File: src/gpil_defines.svh
// Purpose: register offsets and reset values of the eight-pin port
// Assumes: AHB-Lite word registers, byte addresses
// Notes:
// Behaviour
// bit n of every word is pin n; the view-select word uses bit 0 to pick the status view instead
// write-one clears chosen pending pin interrupts
// request held while any unmasked pending
// handler clears interrupt early, not last
// software masks chosen pins' interrupts
// software unmasks chosen pins' interrupts
// raw and masked status both readable
// status views give one bit per pin
// level read returns selected pins, others zero
// software ignores bits above the eighth
// digital input enable off after reset
// hardware function only on capable pins
// pin is input, output or hardware driven
// sense: falling, rising, both, low, high
// output write touches selected output pins only
// raw set by event; masked equals raw and enable
`ifndef GPIL_DEFINES_SVH
`define GPIL_DEFINES_SVH

`define GPIL_OFS_DATA     8'h00
`define GPIL_OFS_SELECT   8'h04
`define GPIL_OFS_DIR      8'h08
`define GPIL_OFS_HWCTL    8'h0C
`define GPIL_OFS_INEN     8'h10
`define GPIL_OFS_SENSE    8'h14
`define GPIL_OFS_BOTH     8'h18
`define GPIL_OFS_POL      8'h1C
`define GPIL_OFS_UNMASK   8'h20
`define GPIL_OFS_MASK     8'h24
`define GPIL_OFS_RAW      8'h28
`define GPIL_OFS_MASKED   8'h2C
`define GPIL_OFS_VIEWSEL  8'h30
`define GPIL_OFS_VIEW     8'h34

`define GPIL_RST_INEN     8'h00
`define GPIL_RST_SELECT   8'hFF
`define GPIL_RST_ZERO     8'h00

`endif

File: src/gpil_pkg.sv
// Purpose: shared types of the eight-pin port
// Assumes: nothing beyond SystemVerilog
// Notes: data-phase states of the bus slave
package gpil_pkg;

    typedef enum logic [1:0]
    {
        GPIL_PH_IDLE,
        GPIL_PH_WRITE,
        GPIL_PH_READ_WAIT,
        GPIL_PH_READ_DONE
    } gpil_phase_type;

endpackage

File: src/gpil_detect.sv
// Purpose: per-pin interrupt event detection
// Assumes: levels already synchronised and gated by input enable
// Notes: sense=1 level, else edge; pol=1 rising/high
`timescale 1ns/1ps
`default_nettype none
module gpil_detect
#(
    parameter int N_PINS = 8
)
(
    // clock and reset
    input  wire logic              sys_clk,
    input  wire logic              srst,
    // levels and configuration
    input  wire logic [N_PINS-1:0] level,
    input  wire logic [N_PINS-1:0] enabled,
    input  wire logic [N_PINS-1:0] sense,
    input  wire logic [N_PINS-1:0] both,
    input  wire logic [N_PINS-1:0] pol,
    // one-cycle or held event per pin
    output logic      [N_PINS-1:0] event_hit
);
    typedef struct packed
    {
        logic [N_PINS-1:0] prev;
    } gpil_detect_state_type;

    gpil_detect_state_type state;
    gpil_detect_state_type next_state;

    always_comb
    begin
        next_state      = state;
        next_state.prev = level;
    end

    always_ff @(posedge sys_clk)
    begin
        if (srst)
        begin
            state <= '0;
        end
        else
        begin
            state <= next_state;
        end
    end

    for (genvar i = 0; i < N_PINS; i++)
    begin : g_pin
        logic rise;
        logic fall;
        assign rise = level[i] & ~state.prev[i];
        assign fall = ~level[i] & state.prev[i];
        // disabled inputs never trigger
        assign event_hit[i] = enabled[i] & (sense[i] ? (level[i] == pol[i]) :
                              both[i] ? (rise | fall) : pol[i] ? rise : fall);
    end
endmodule
`default_nettype wire

File: src/gpil_sync.sv
// Purpose: three-stage synchroniser for the pad inputs
// Assumes: pins are asynchronous to sys_clk
// Notes: output follows once stages two and three agree
`timescale 1ns/1ps
`default_nettype none
module gpil_sync
#(
    parameter int N_PINS = 8
)
(
    // clock and reset
    input  wire logic              sys_clk,
    input  wire logic              srst,
    // pads
    input  wire logic [N_PINS-1:0] pin_in,
    // synchronised level
    output logic      [N_PINS-1:0] pin_level
);
    typedef struct packed
    {
        logic [N_PINS-1:0] ff1;
        logic [N_PINS-1:0] ff2;
        logic [N_PINS-1:0] ff3;
        logic [N_PINS-1:0] stable;
    } gpil_sync_state_type;

    gpil_sync_state_type state;
    gpil_sync_state_type next_state;

    always_comb
    begin
        next_state        = state;
        next_state.ff1    = pin_in;
        next_state.ff2    = state.ff1;
        next_state.ff3    = state.ff2;
        next_state.stable = (state.ff2 & state.ff3) | (state.stable & (state.ff2 ^ state.ff3));
    end

    always_ff @(posedge sys_clk)
    begin
        if (srst)
        begin
            state <= '0;
        end
        else
        begin
            state <= next_state;
        end
    end

    assign pin_level = state.stable;
endmodule
`default_nettype wire

File: src/gpil_top.sv
// Purpose: eight-pin port with interrupt logic behind an AHB-Lite slave
// Assumes: single word transfers, one clock, synchronous reset
// Notes: reads take one wait state, writes none
//
// The implementer's own choices: register access over AHB-Lite and the register offsets.
`timescale 1ns/1ps
`default_nettype none
`include "gpil_defines.svh"
module gpil_top
#(
    parameter int               N_PINS       = 8,
    parameter logic [N_PINS-1:0] HW_CAPABLE  = 8'hFF
)
(
    // clock and reset
    input  wire logic                    sys_clk,
    input  wire logic                    srst,
    // ahb-lite slave
    input  wire logic                    hsel,
    input  wire logic [31:0]             haddr,
    input  wire logic [1:0]              htrans,
    input  wire logic                    hwrite,
    input  wire logic [2:0]              hsize,
    input  wire logic [31:0]             hwdata,
    input  wire logic                    hready,
    output logic                         hreadyout,
    output logic      [31:0]             hrdata,
    output logic                         hresp,
    // pads
    input  wire logic [N_PINS-1:0]       pin_in,
    output logic      [N_PINS-1:0]       pin_out,
    output logic      [N_PINS-1:0]       pin_oe_n,
    // peripheral function side
    input  wire logic [N_PINS-1:0]       hw_func_out,
    input  wire logic [N_PINS-1:0]       hw_func_oe,
    output logic      [N_PINS-1:0]       hw_func_in,
    // request to nested_vectored_irq_controller
    output logic                         irq
);
    import gpil_pkg::*;

    if (N_PINS < 1 || N_PINS > 32)
    begin : g_bad_width
        $error("gpil_top: N_PINS must lie in 1..32");
    end

    typedef struct packed
    {
        logic [N_PINS-1:0] out_val;
        logic [N_PINS-1:0] sel;
        logic [N_PINS-1:0] dir;
        logic [N_PINS-1:0] hw;
        logic [N_PINS-1:0] inen;
        logic [N_PINS-1:0] sense;
        logic [N_PINS-1:0] both;
        logic [N_PINS-1:0] pol;
        logic [N_PINS-1:0] unmask;
        logic [N_PINS-1:0] raw;
        logic              view;
        gpil_phase_type    phase;
        logic [7:0]        addr;
        logic              addr_ok;
        logic [31:0]       rdata;
        logic [N_PINS-1:0] pin_out;
        logic [N_PINS-1:0] pin_oe_n;
        logic [N_PINS-1:0] func_in;
        logic              irq;
    } gpil_state_type;

    gpil_state_type    state;
    gpil_state_type    next_state;
    logic [N_PINS-1:0] sync_level;
    logic [N_PINS-1:0] in_level;
    logic [N_PINS-1:0] event_hit;
    logic [N_PINS-1:0] hw_eff;
    logic [N_PINS-1:0] wdata;
    logic [N_PINS-1:0] masked;
    logic              take;

    function automatic logic hit(input logic [7:0] a, input logic [7:0] ofs);
        hit = (a == ofs);
    endfunction

    function automatic logic [31:0] widen(input logic [N_PINS-1:0] v);
        logic [31:0] w;
        w = '0;
        w[N_PINS-1:0] = v;
        widen = w;
    endfunction

    function automatic logic mapped(input logic [31:0] a);
        mapped = (a[31:8] == 24'h000000) && (a[1:0] == 2'h0) && (a[7:0] <= `GPIL_OFS_VIEW);
    endfunction

    gpil_sync #(
        .N_PINS (N_PINS)
    ) u_sync (
        .sys_clk   (sys_clk),
        .srst      (srst),
        .pin_in    (pin_in),
        .pin_level (sync_level)
    );

    // input enable gates every path into logic
    assign in_level = sync_level & state.inen;

    gpil_detect #(
        .N_PINS (N_PINS)
    ) u_detect (
        .sys_clk   (sys_clk),
        .srst      (srst),
        .level     (in_level),
        .enabled   (state.inen),
        .sense     (state.sense),
        .both      (state.both),
        .pol       (state.pol),
        .event_hit (event_hit)
    );

    assign hw_eff = state.hw & HW_CAPABLE;
    assign masked = state.raw & state.unmask;
    assign wdata  = hwdata[N_PINS-1:0];
    assign take   = hsel & htrans[1] & hready;

    always_comb
    begin
        next_state = state;

        // data phase of the previous address phase
        if (state.phase == GPIL_PH_WRITE && state.addr_ok)
        begin
            unique case (1'b1)
                hit(state.addr, `GPIL_OFS_DATA):
                begin
                    for (int i = 0; i < N_PINS; i++)
                    begin
                        if (state.sel[i] & state.dir[i] & ~hw_eff[i])
                        begin
                            next_state.out_val[i] = wdata[i];
                        end
                    end
                end
                hit(state.addr, `GPIL_OFS_SELECT):  next_state.sel = wdata;
                hit(state.addr, `GPIL_OFS_DIR):     next_state.dir = wdata;
                hit(state.addr, `GPIL_OFS_HWCTL):   next_state.hw = wdata;
                hit(state.addr, `GPIL_OFS_INEN):    next_state.inen = wdata;
                hit(state.addr, `GPIL_OFS_SENSE):   next_state.sense = wdata;
                hit(state.addr, `GPIL_OFS_BOTH):    next_state.both = wdata;
                hit(state.addr, `GPIL_OFS_POL):     next_state.pol = wdata;
                hit(state.addr, `GPIL_OFS_UNMASK):  next_state.unmask = state.unmask | wdata;
                hit(state.addr, `GPIL_OFS_MASK):    next_state.unmask = state.unmask & ~wdata;
                hit(state.addr, `GPIL_OFS_RAW):     next_state.raw = state.raw & ~wdata;
                hit(state.addr, `GPIL_OFS_VIEWSEL): next_state.view = hwdata[0];
                default:
                begin
                end
            endcase
        end

        // new events win over a clear in the same cycle
        next_state.raw = next_state.raw | event_hit;

        // read data is built one cycle after the address phase
        if (state.phase == GPIL_PH_READ_WAIT)
        begin
            next_state.rdata = '0;
            if (state.addr_ok)
            begin
                unique case (1'b1)
                    hit(state.addr, `GPIL_OFS_DATA):    next_state.rdata = widen(in_level & state.sel);
                    hit(state.addr, `GPIL_OFS_SELECT):  next_state.rdata = widen(state.sel);
                    hit(state.addr, `GPIL_OFS_DIR):     next_state.rdata = widen(state.dir);
                    hit(state.addr, `GPIL_OFS_HWCTL):   next_state.rdata = widen(hw_eff);
                    hit(state.addr, `GPIL_OFS_INEN):    next_state.rdata = widen(state.inen);
                    hit(state.addr, `GPIL_OFS_SENSE):   next_state.rdata = widen(state.sense);
                    hit(state.addr, `GPIL_OFS_BOTH):    next_state.rdata = widen(state.both);
                    hit(state.addr, `GPIL_OFS_POL):     next_state.rdata = widen(state.pol);
                    hit(state.addr, `GPIL_OFS_UNMASK):  next_state.rdata = widen(state.unmask);
                    hit(state.addr, `GPIL_OFS_MASK):    next_state.rdata = widen(state.unmask);
                    hit(state.addr, `GPIL_OFS_RAW):     next_state.rdata = widen(state.raw);
                    hit(state.addr, `GPIL_OFS_MASKED):  next_state.rdata = widen(masked);
                    hit(state.addr, `GPIL_OFS_VIEWSEL): next_state.rdata = {31'h00000000, state.view};
                    hit(state.addr, `GPIL_OFS_VIEW):    next_state.rdata = widen(state.view ? masked : state.raw);
                    default:
                    begin
                    end
                endcase
            end
        end

        // bus phase sequencing
        unique case (state.phase)
            GPIL_PH_READ_WAIT: next_state.phase = GPIL_PH_READ_DONE;
            default:
            begin
                if (take)
                begin
                    next_state.addr    = haddr[7:0];
                    next_state.addr_ok = mapped(haddr);
                    next_state.phase   = hwrite ? GPIL_PH_WRITE : GPIL_PH_READ_WAIT;
                end
                else
                begin
                    next_state.phase = GPIL_PH_IDLE;
                end
            end
        endcase

        // pad drivers
        for (int i = 0; i < N_PINS; i++)
        begin
            if (hw_eff[i])
            begin
                next_state.pin_out[i]  = hw_func_out[i];
                next_state.pin_oe_n[i] = ~hw_func_oe[i];
            end
            else
            begin
                next_state.pin_out[i]  = next_state.out_val[i];
                next_state.pin_oe_n[i] = ~next_state.dir[i];
            end
        end
        next_state.func_in = in_level & hw_eff;

        // request stays up while any unmasked bit is pending
        next_state.irq = |(next_state.raw & next_state.unmask);
    end

    always_ff @(posedge sys_clk)
    begin
        if (srst)
        begin
            state          <= '0;
            state.sel      <= `GPIL_RST_SELECT;
            state.inen     <= `GPIL_RST_INEN;
            state.pin_oe_n <= '1;
            state.phase    <= GPIL_PH_IDLE;
        end
        else
        begin
            state <= next_state;
        end
    end

    assign hreadyout  = (state.phase != GPIL_PH_READ_WAIT);
    assign hrdata     = state.rdata;
    assign hresp      = 1'b0;
    assign pin_out    = state.pin_out;
    assign pin_oe_n   = state.pin_oe_n;
    assign hw_func_in = state.func_in;
    assign irq        = state.irq;

    logic unused_inputs;
    assign unused_inputs = ^hsize;
endmodule
`default_nettype wire

File: config.mk
export PLATFORM = sky130hd
export DESIGN_NAME = gpil_top
export DESIGN_NICKNAME = d
export VERILOG_FILES = /design/src/gpil_pkg.sv /design/src/gpil_detect.sv /design/src/gpil_sync.sv /design/src/gpil_top.sv
export VERILOG_INCLUDE_DIRS = /design/src
export SDC_FILE = /design/constraint.sdc
export NUM_CORES = 1
export LEC_CHECK = 0
export BUFFER_PORTS_ARGS = -buffer_cell sky130_fd_sc_hd__buf_2
export CAP_MARGIN = 25
export CORE_MARGIN = 2
export CORE_UTILIZATION = 59
export DETAILED_ROUTE_END_ITERATION = 7
export PLACE_DENSITY = 0.95
export SLEW_MARGIN = 20
export SYNTH_ARGS = -nofsm -noshare
export SYNTH_HDL_FRONTEND = slang
export SYNTH_HIERARCHICAL = 1
export SYNTH_SLANG_ARGS = --single-unit
File: constraint.sdc
create_clock -name sys_clk -period 5.85 [get_ports sys_clk]
set_clock_uncertainty 0.05 [all_clocks]
set_input_delay 1.4625 -clock sys_clk [delete_from_list [all_inputs] [get_ports sys_clk]]
set_output_delay 1.4625 -clock sys_clk [all_outputs]
set_load 0.02 [all_outputs]
### Yosys cells after proc, flatten, opt, wreduce, memory -nomap -nowiden

Cells that the tools add are included.

| storage, ports and cells | value |
|---|---|
| bits in registers | 189 |
| logic and storage cells | 236 |

| cells by class | value |
|---|---|
| muxes and demuxes | 66 |
| reductions and logical operators | 16 |
| equality and inequality tests | 24 |
| magnitude comparators | 1 |
| bitwise operators | 105 |

Operator list:

| kind | count |
|---|---|
| $pmux 8 s13 | 1 |
| $mux 8 | 11 |
| $mux 81 | 1 |
| $and 8x8->8 | 9 |
| $mux 1 | 49 |
| $eq 8x6->1 const B | 6 |
| $and 1x1->1 | 42 |
| $not 1->1 | 41 |
| $eq 8x5->1 const B | 4 |
| $logic_not 24->1 | 1 |
| $or 8x8->8 | 3 |
| $eq 8x4->1 const B | 2 |
| $pmux 8 s2 | 1 |
| $reduce_and 2->1 | 8 |
| $eq 1x1->1 | 8 |
| $eq 8x3->1 const B | 1 |
| $le 8x6->1 const B | 1 |
| $logic_not 8->1 | 1 |
| $not 8->8 | 1 |
| $or 1x1->1 | 8 |
| $reduce_or 8->1 | 1 |
| $xor 8x8->8 | 1 |
| $mux 2 | 3 |
| $logic_and 1x1->1 | 3 |
| 5 further kinds | 5 |

### Longest topological paths before layout

| depth | value |
|---|---|
| depth in word-level cells | 10 |
| mapped depth | 10 |

### Cells and area by module

Netlist, hierarchy kept.

By module, submodules not included:

| module | sequential area each (um^2) | instances | area each (um^2) | cells each |
|---|---|---|---|---|
| gpil_top | 2,502.4 | 1 | 5,869.4 | 693 |
| gpil_sync | 640.6 | 1 | 1,043.5 | 91 |
| gpil_detect | 160.2 | 1 | 784.5 | 97 |

### Worst setup path after synthesis

OpenSTA, ideal clock, no wires.

| path | value |
|---|---|
| path kind | in2reg |
| start | input hwdata[1] |
| end | register state (netlist bit irq) |
| path buffers | 1 |
| setup slack | 3,205 ps |
| stages on the path | 5 |
| arrival | 2,469 ps |
| cells stage by stage | clkbuf_1 -> nand2_1 -> mux2i_1 -> o22ai_1 -> o41a_1 |

| between the ends | value |
|---|---|
| longest elaborated chain between the ends | 7 |

Ends and longest elaborated chain:

| item | RTL line | text |
|---|---|---|
| from (decl) | gpil_top.sv:24 | `input wire logic [31:0] hwdata,` |
| $not 8->8 | gpil_top.sv:151, gpil_top.sv:152 |  |
| $and 8x8->8 | gpil_top.sv:152 | `` hit(state.addr, `GPIL_OFS_RAW): next_state.raw = state.raw & ~wdata; `` |
| $mux 8 | gpil_top.sv:132 | `unique case (1'b1)` |
| $mux 81 (*) | gpil_top.sv:130 | `if (state.phase == GPIL_PH_WRITE && state.addr_ok)` |
| $or 8x8->8 | gpil_top.sv:161 | `next_state.raw = next_state.raw \| event_hit;` |
| $and 8x8->8 (*) | gpil_top.sv:226 | `next_state.irq = \|(next_state.raw & next_state.unmask);` |
| $reduce_or 8->1 (*) | gpil_top.sv:226 |  |
| to (signal assigned) | gpil_top.sv:241 | `state <= next_state;` |
| to (decl) | gpil_top.sv:70 | `gpil_state_type state;` |

Mark *: on every way between the ends. The rest lies on a longest branch, timed or not.
A chain may end at the register's enable or synchronous reset.

### Worst setup path in the final report

| path | value |
|---|---|
| start | register state[62] in the netlist's numbering |
| end | register, netlist name pin_oe_n[2] |

| between the ends | value |
|---|---|
| longest elaborated chain between the ends | 5 |

Ends and longest elaborated chain:

| item | RTL line | text |
|---|---|---|
| $eq 8x4->1 | gpil_top.sv:81 | `hit = (a == ofs);` |
| $mux 8 | gpil_top.sv:132 |  |
| $mux 81 | gpil_top.sv:130 |  |
| $not 1->1 | gpil_top.sv:220 | `next_state.pin_oe_n[i] = ~next_state.dir[i];` |
| $mux 1 | gpil_top.sv:212 | `if (hw_eff[i])` |

Every way passes these cells.

==> results.txt <==
----------------------------------------------------
[Clocking]
  Post-CTS setup-driven buffer insertion count ... 0
  Deepest clock path buffer count ... 2
  Number of gates given a new drive strength after cts ... 0
  Root Buffer ... clkbuf_16
  CTS H-tree depth ... 4
  Later-pin clock latency in the skew report ... around 0.44 ns
  Clock slew at reported path FFs ... 0.06 ns
  TritonCTS clock tree ... yes
  CTS Buf Count ... 17
  Sink count of the clock tree ... 165
  Count of hold buffers inserted by post-cts repair ... 0

[GRT]
  Largest net degree at the start of global routing ... 77
  Global router's overall resource usage ... 0.270
  Number of global-route vias before repair ... around 6400
  Number of antenna violations at the first check in global routing ... 0
  Global-route wire length before repair ... 30300 um
  GR Overflow Total ... 0

[Logic synthesis]
  Number of unique standard cell types used by synthesis ... 56
  Multiplexer share of the synthesized area ... 0.0914
  Post-synthesis xor/xnor area fraction ... 0.0102
  Fraction of registers with async set or reset after synthesis ... 0
  Post-Synth Adder-Cell Area ... 0.0390
  Compound-gate portion of the synthesized area ... 0.127
  Proportion of synthesized chip area in sequential cells ... 0.429
  Fraction of the mapped netlist area in simple logic gates ... 0.203
  Yosys warnings ... 6
  Synthesized flop and latch total ... between 150 and 200
  Mean post-synth cell area ... about 8.7 um^2
  Number of instances in the synthesized netlist ... between 800 and 900
  Dominant combinational cell family by area after synthesis ... simple AND/OR/NAND/NOR gates
  Most used DFF post-synth ... dfxtp_1
  Synth Cell Area ... just under 8000 um^2
  EDFF count, synth ... 0

[STA]
  RSZ-0062 raised after global routing ... no
  Slew at the pin closest to its max-slew limit ... 1.00 ns
  Setup_tns ... 0 ns
  Max Fclk ... around 0.28 GHz
  Post-route minimum period ... between 3 and 4 ns
  Number of max-slew violations in the final report ... 0
  Max-slew headroom at the worst pin ... 0.332
  Final setup viols ... 0
  Final cycle utilization of the critical path ... 0.605
  Final hold vios ... 0

[Cells and area]
  Inserted Diodes ... 0
  Share of layout cells above drive strength 1 ... 0.160
  Final core utilization ... 0.673
  Final Net Count ... around 1000
  Area delta synth->final ... 10.7%

[Place]
  Detailed Place HPWL ... between 10000 and 15000 um
  Number of buffer cells added on primary ports ... around 100
  Weighted congestion at the end of routability-driven global placement ... between 0.9 and 1

[Die]
  Count of boundary I/O pins ... about 160
  Die width ... between 100 and 150 um
  Row count ... between 40 and 50
  Die footprint ... between 10000 and 15000 um^2
  Core area ... about 13000 um^2
  Starting utilization of the core area ... 0.607
  DIE HEIGHT ... 118 um

[Route]
  Drt drc ... 0
  Post-detailed-route count of antenna-violating nets ... 0
  Routed wire length ... around 19000 um
  Detailed-route vias per instance ... a little under 6
  Total number of vias ... 6599
  Wire length per cell ... 17.1 um
  Violation count after the first detailed-routing iteration ... just over 800
  Number of iterations in the first detailed-routing pass ... 6

[Critical path]
  Data arrival, critical path ... roughly 3.8 ns
  Worst EP required ... about 6 ns
  Setup crit start kind ... flip-flop
  Path type of the worst setup path ... reg -> reg
  CP endpoint kind ... flip-flop
  Top fanout value on the critical path ... 15

[Run]
  Max-capacitance violation count ... 0

[Worst hold path]
  Path category of the worst min-delay check ... reg -> reg

[Power and ir drop]
  Power density over cell area ... approximately 290 nW/um^2
  Leakage component of the power ... 3.66 nW
  Max rail drop VDD ... ~230 uV

[Outcome]
  Run status ... completed

----------------------------------------------------
-- sequential cells by signal (all words and copies together) (netlist names), 8 cells and up --
| signal | flops |
|---|---|
| u_sync/pin_level | 8 |
| pin_oe_n | 8 |
| state | 84 |
| hrdata | 8 |
| u_sync/state | 8 |
| hw_eff | 8 |
| hw_func_in | 8 |
| u_detect/state | 8 |
| pin_out | 8 |
| u_sync/next_state | 16 |
-- worst paths after layout --
path	startpoint	end	slack [ns]	cells past startpoint
worst max-delay path	state[62]	pin_oe_n[2]	2.31	6
worst min-delay path	u_sync/next_state[19]	u_sync/next_state[11]	0.39	1
worst max register to register	state[62]	pin_oe_n[2]	2.31	6
worst min register to register	u_sync/next_state[19]	u_sync/next_state[11]	0.39	1
-- report_power, final --
group / leakage, nW / internal [mW] / switching [mW]
clock network: 0.302 / 0.717 / 0.455
registers: 1.33 / 1.13 / 0.00880
logic: 2.03 / 0.0379 / 0.0807
-- metal layers --
metal,global-route usage,vias up,wire length (um)
met1,0.305,3038,6950
met2,0.434,433,9000
li1,-,3021,-
met3,0.0854,107,1980
met4,0.183,0,991
met5,0,-,0
-- synthesized netlist by cell type (9+ instances only) --
library cell	count	area, um^2
a21oi_1	51	255
and2_1	16	100
buf_4	68	510
clkbuf_1	34	128
dfxtp_1	165	3300
ha_1	24	300
inv_1	26	97.6
mux2i_1	59	591
nand2_1	95	357
nand3_1	39	195
nor2_1	99	372
nor2b_1	34	213
nor3_1	14	70.1
nor4_1	9	56.3
o21ai_0	17	85.1
o22ai_1	10	62.6
-- layout by cell type, fill, tap and decap left out, drive strengths merged, types with 2 or more instances in the layout --
cell and count:
a211oi 5, a21boi 8, a21o 7, a21oi 52, a222oi 6, a22o 6
a22oi 6, a2bb2oi 8, a31oi 4, a32o 6, and2 17, and3 3
buf 108, bufinv 3, clkbuf 21, clkinv 5, clkinvlp 3, conb 25
dfxtp 165, ha 24, inv 28, mux2 8, mux2i 59, nand2 95
nand3 40, nand4 5, nor2 99, nor2b 34, nor3 14, nor3b 2
nor4 11, o21ai 25, o221ai 2, o22ai 10, xnor2 8
-- stage by stage --
stage / setup WS (ns) / hold slack [ns] / power (mW) / std cells / cell area [um^2]
2_1_floorplan: 3.21 / 0.364 / 1.25 / 905 / 7790
6_report: 2.31 / 0.386 / 2.43 / 1109 / 8520
3_3_place_gp: 2.50 / 0.373 / 1.28 / 1077 / 7900
4_1_cts: 2.35 / 0.387 / 2.43 / 1109 / 8520
3_5_place_dp: 2.50 / 0.372 / 1.28 / 1077 / 7900
5_1_grt: 2.12 / 0.414 / 2.50 / 1109 / 8520
-- critical path: stages (launching register included) --
cell	delay (ns)
dfxtp_1	0.46
or4_2	0.86
nor2_1	0.78
nand2_1	0.59
mux2i_1	0.27
o21ai_0	0.30
nand2_1	0.09
-- logic make-up after synthesis --
logic type | after synthesis
compound gates | 150
xor+xnor | 9
fa+ha+maj | 24
buf+inv | 136
flops | 165
mux | 68
other cells | 1
simple gates | 328
-- final cells by class --
| cell class | count | area, um^2 |
|---|---|---|
| Clock buffer | 21 | 480 |
| Sequential cell | 165 | 3300 |
| Multi-Input combinational cell | 604 | 3720 |
| Inverter | 28 | 105 |
| Timing Repair Buffer | 108 | 556 |
| Tap cell | 172 | 215 |
| Fill cell | 908 | 4150 |
| Clock inverter | 11 | 145 |
No activity file was read; power rests on OpenSTA's default activity.
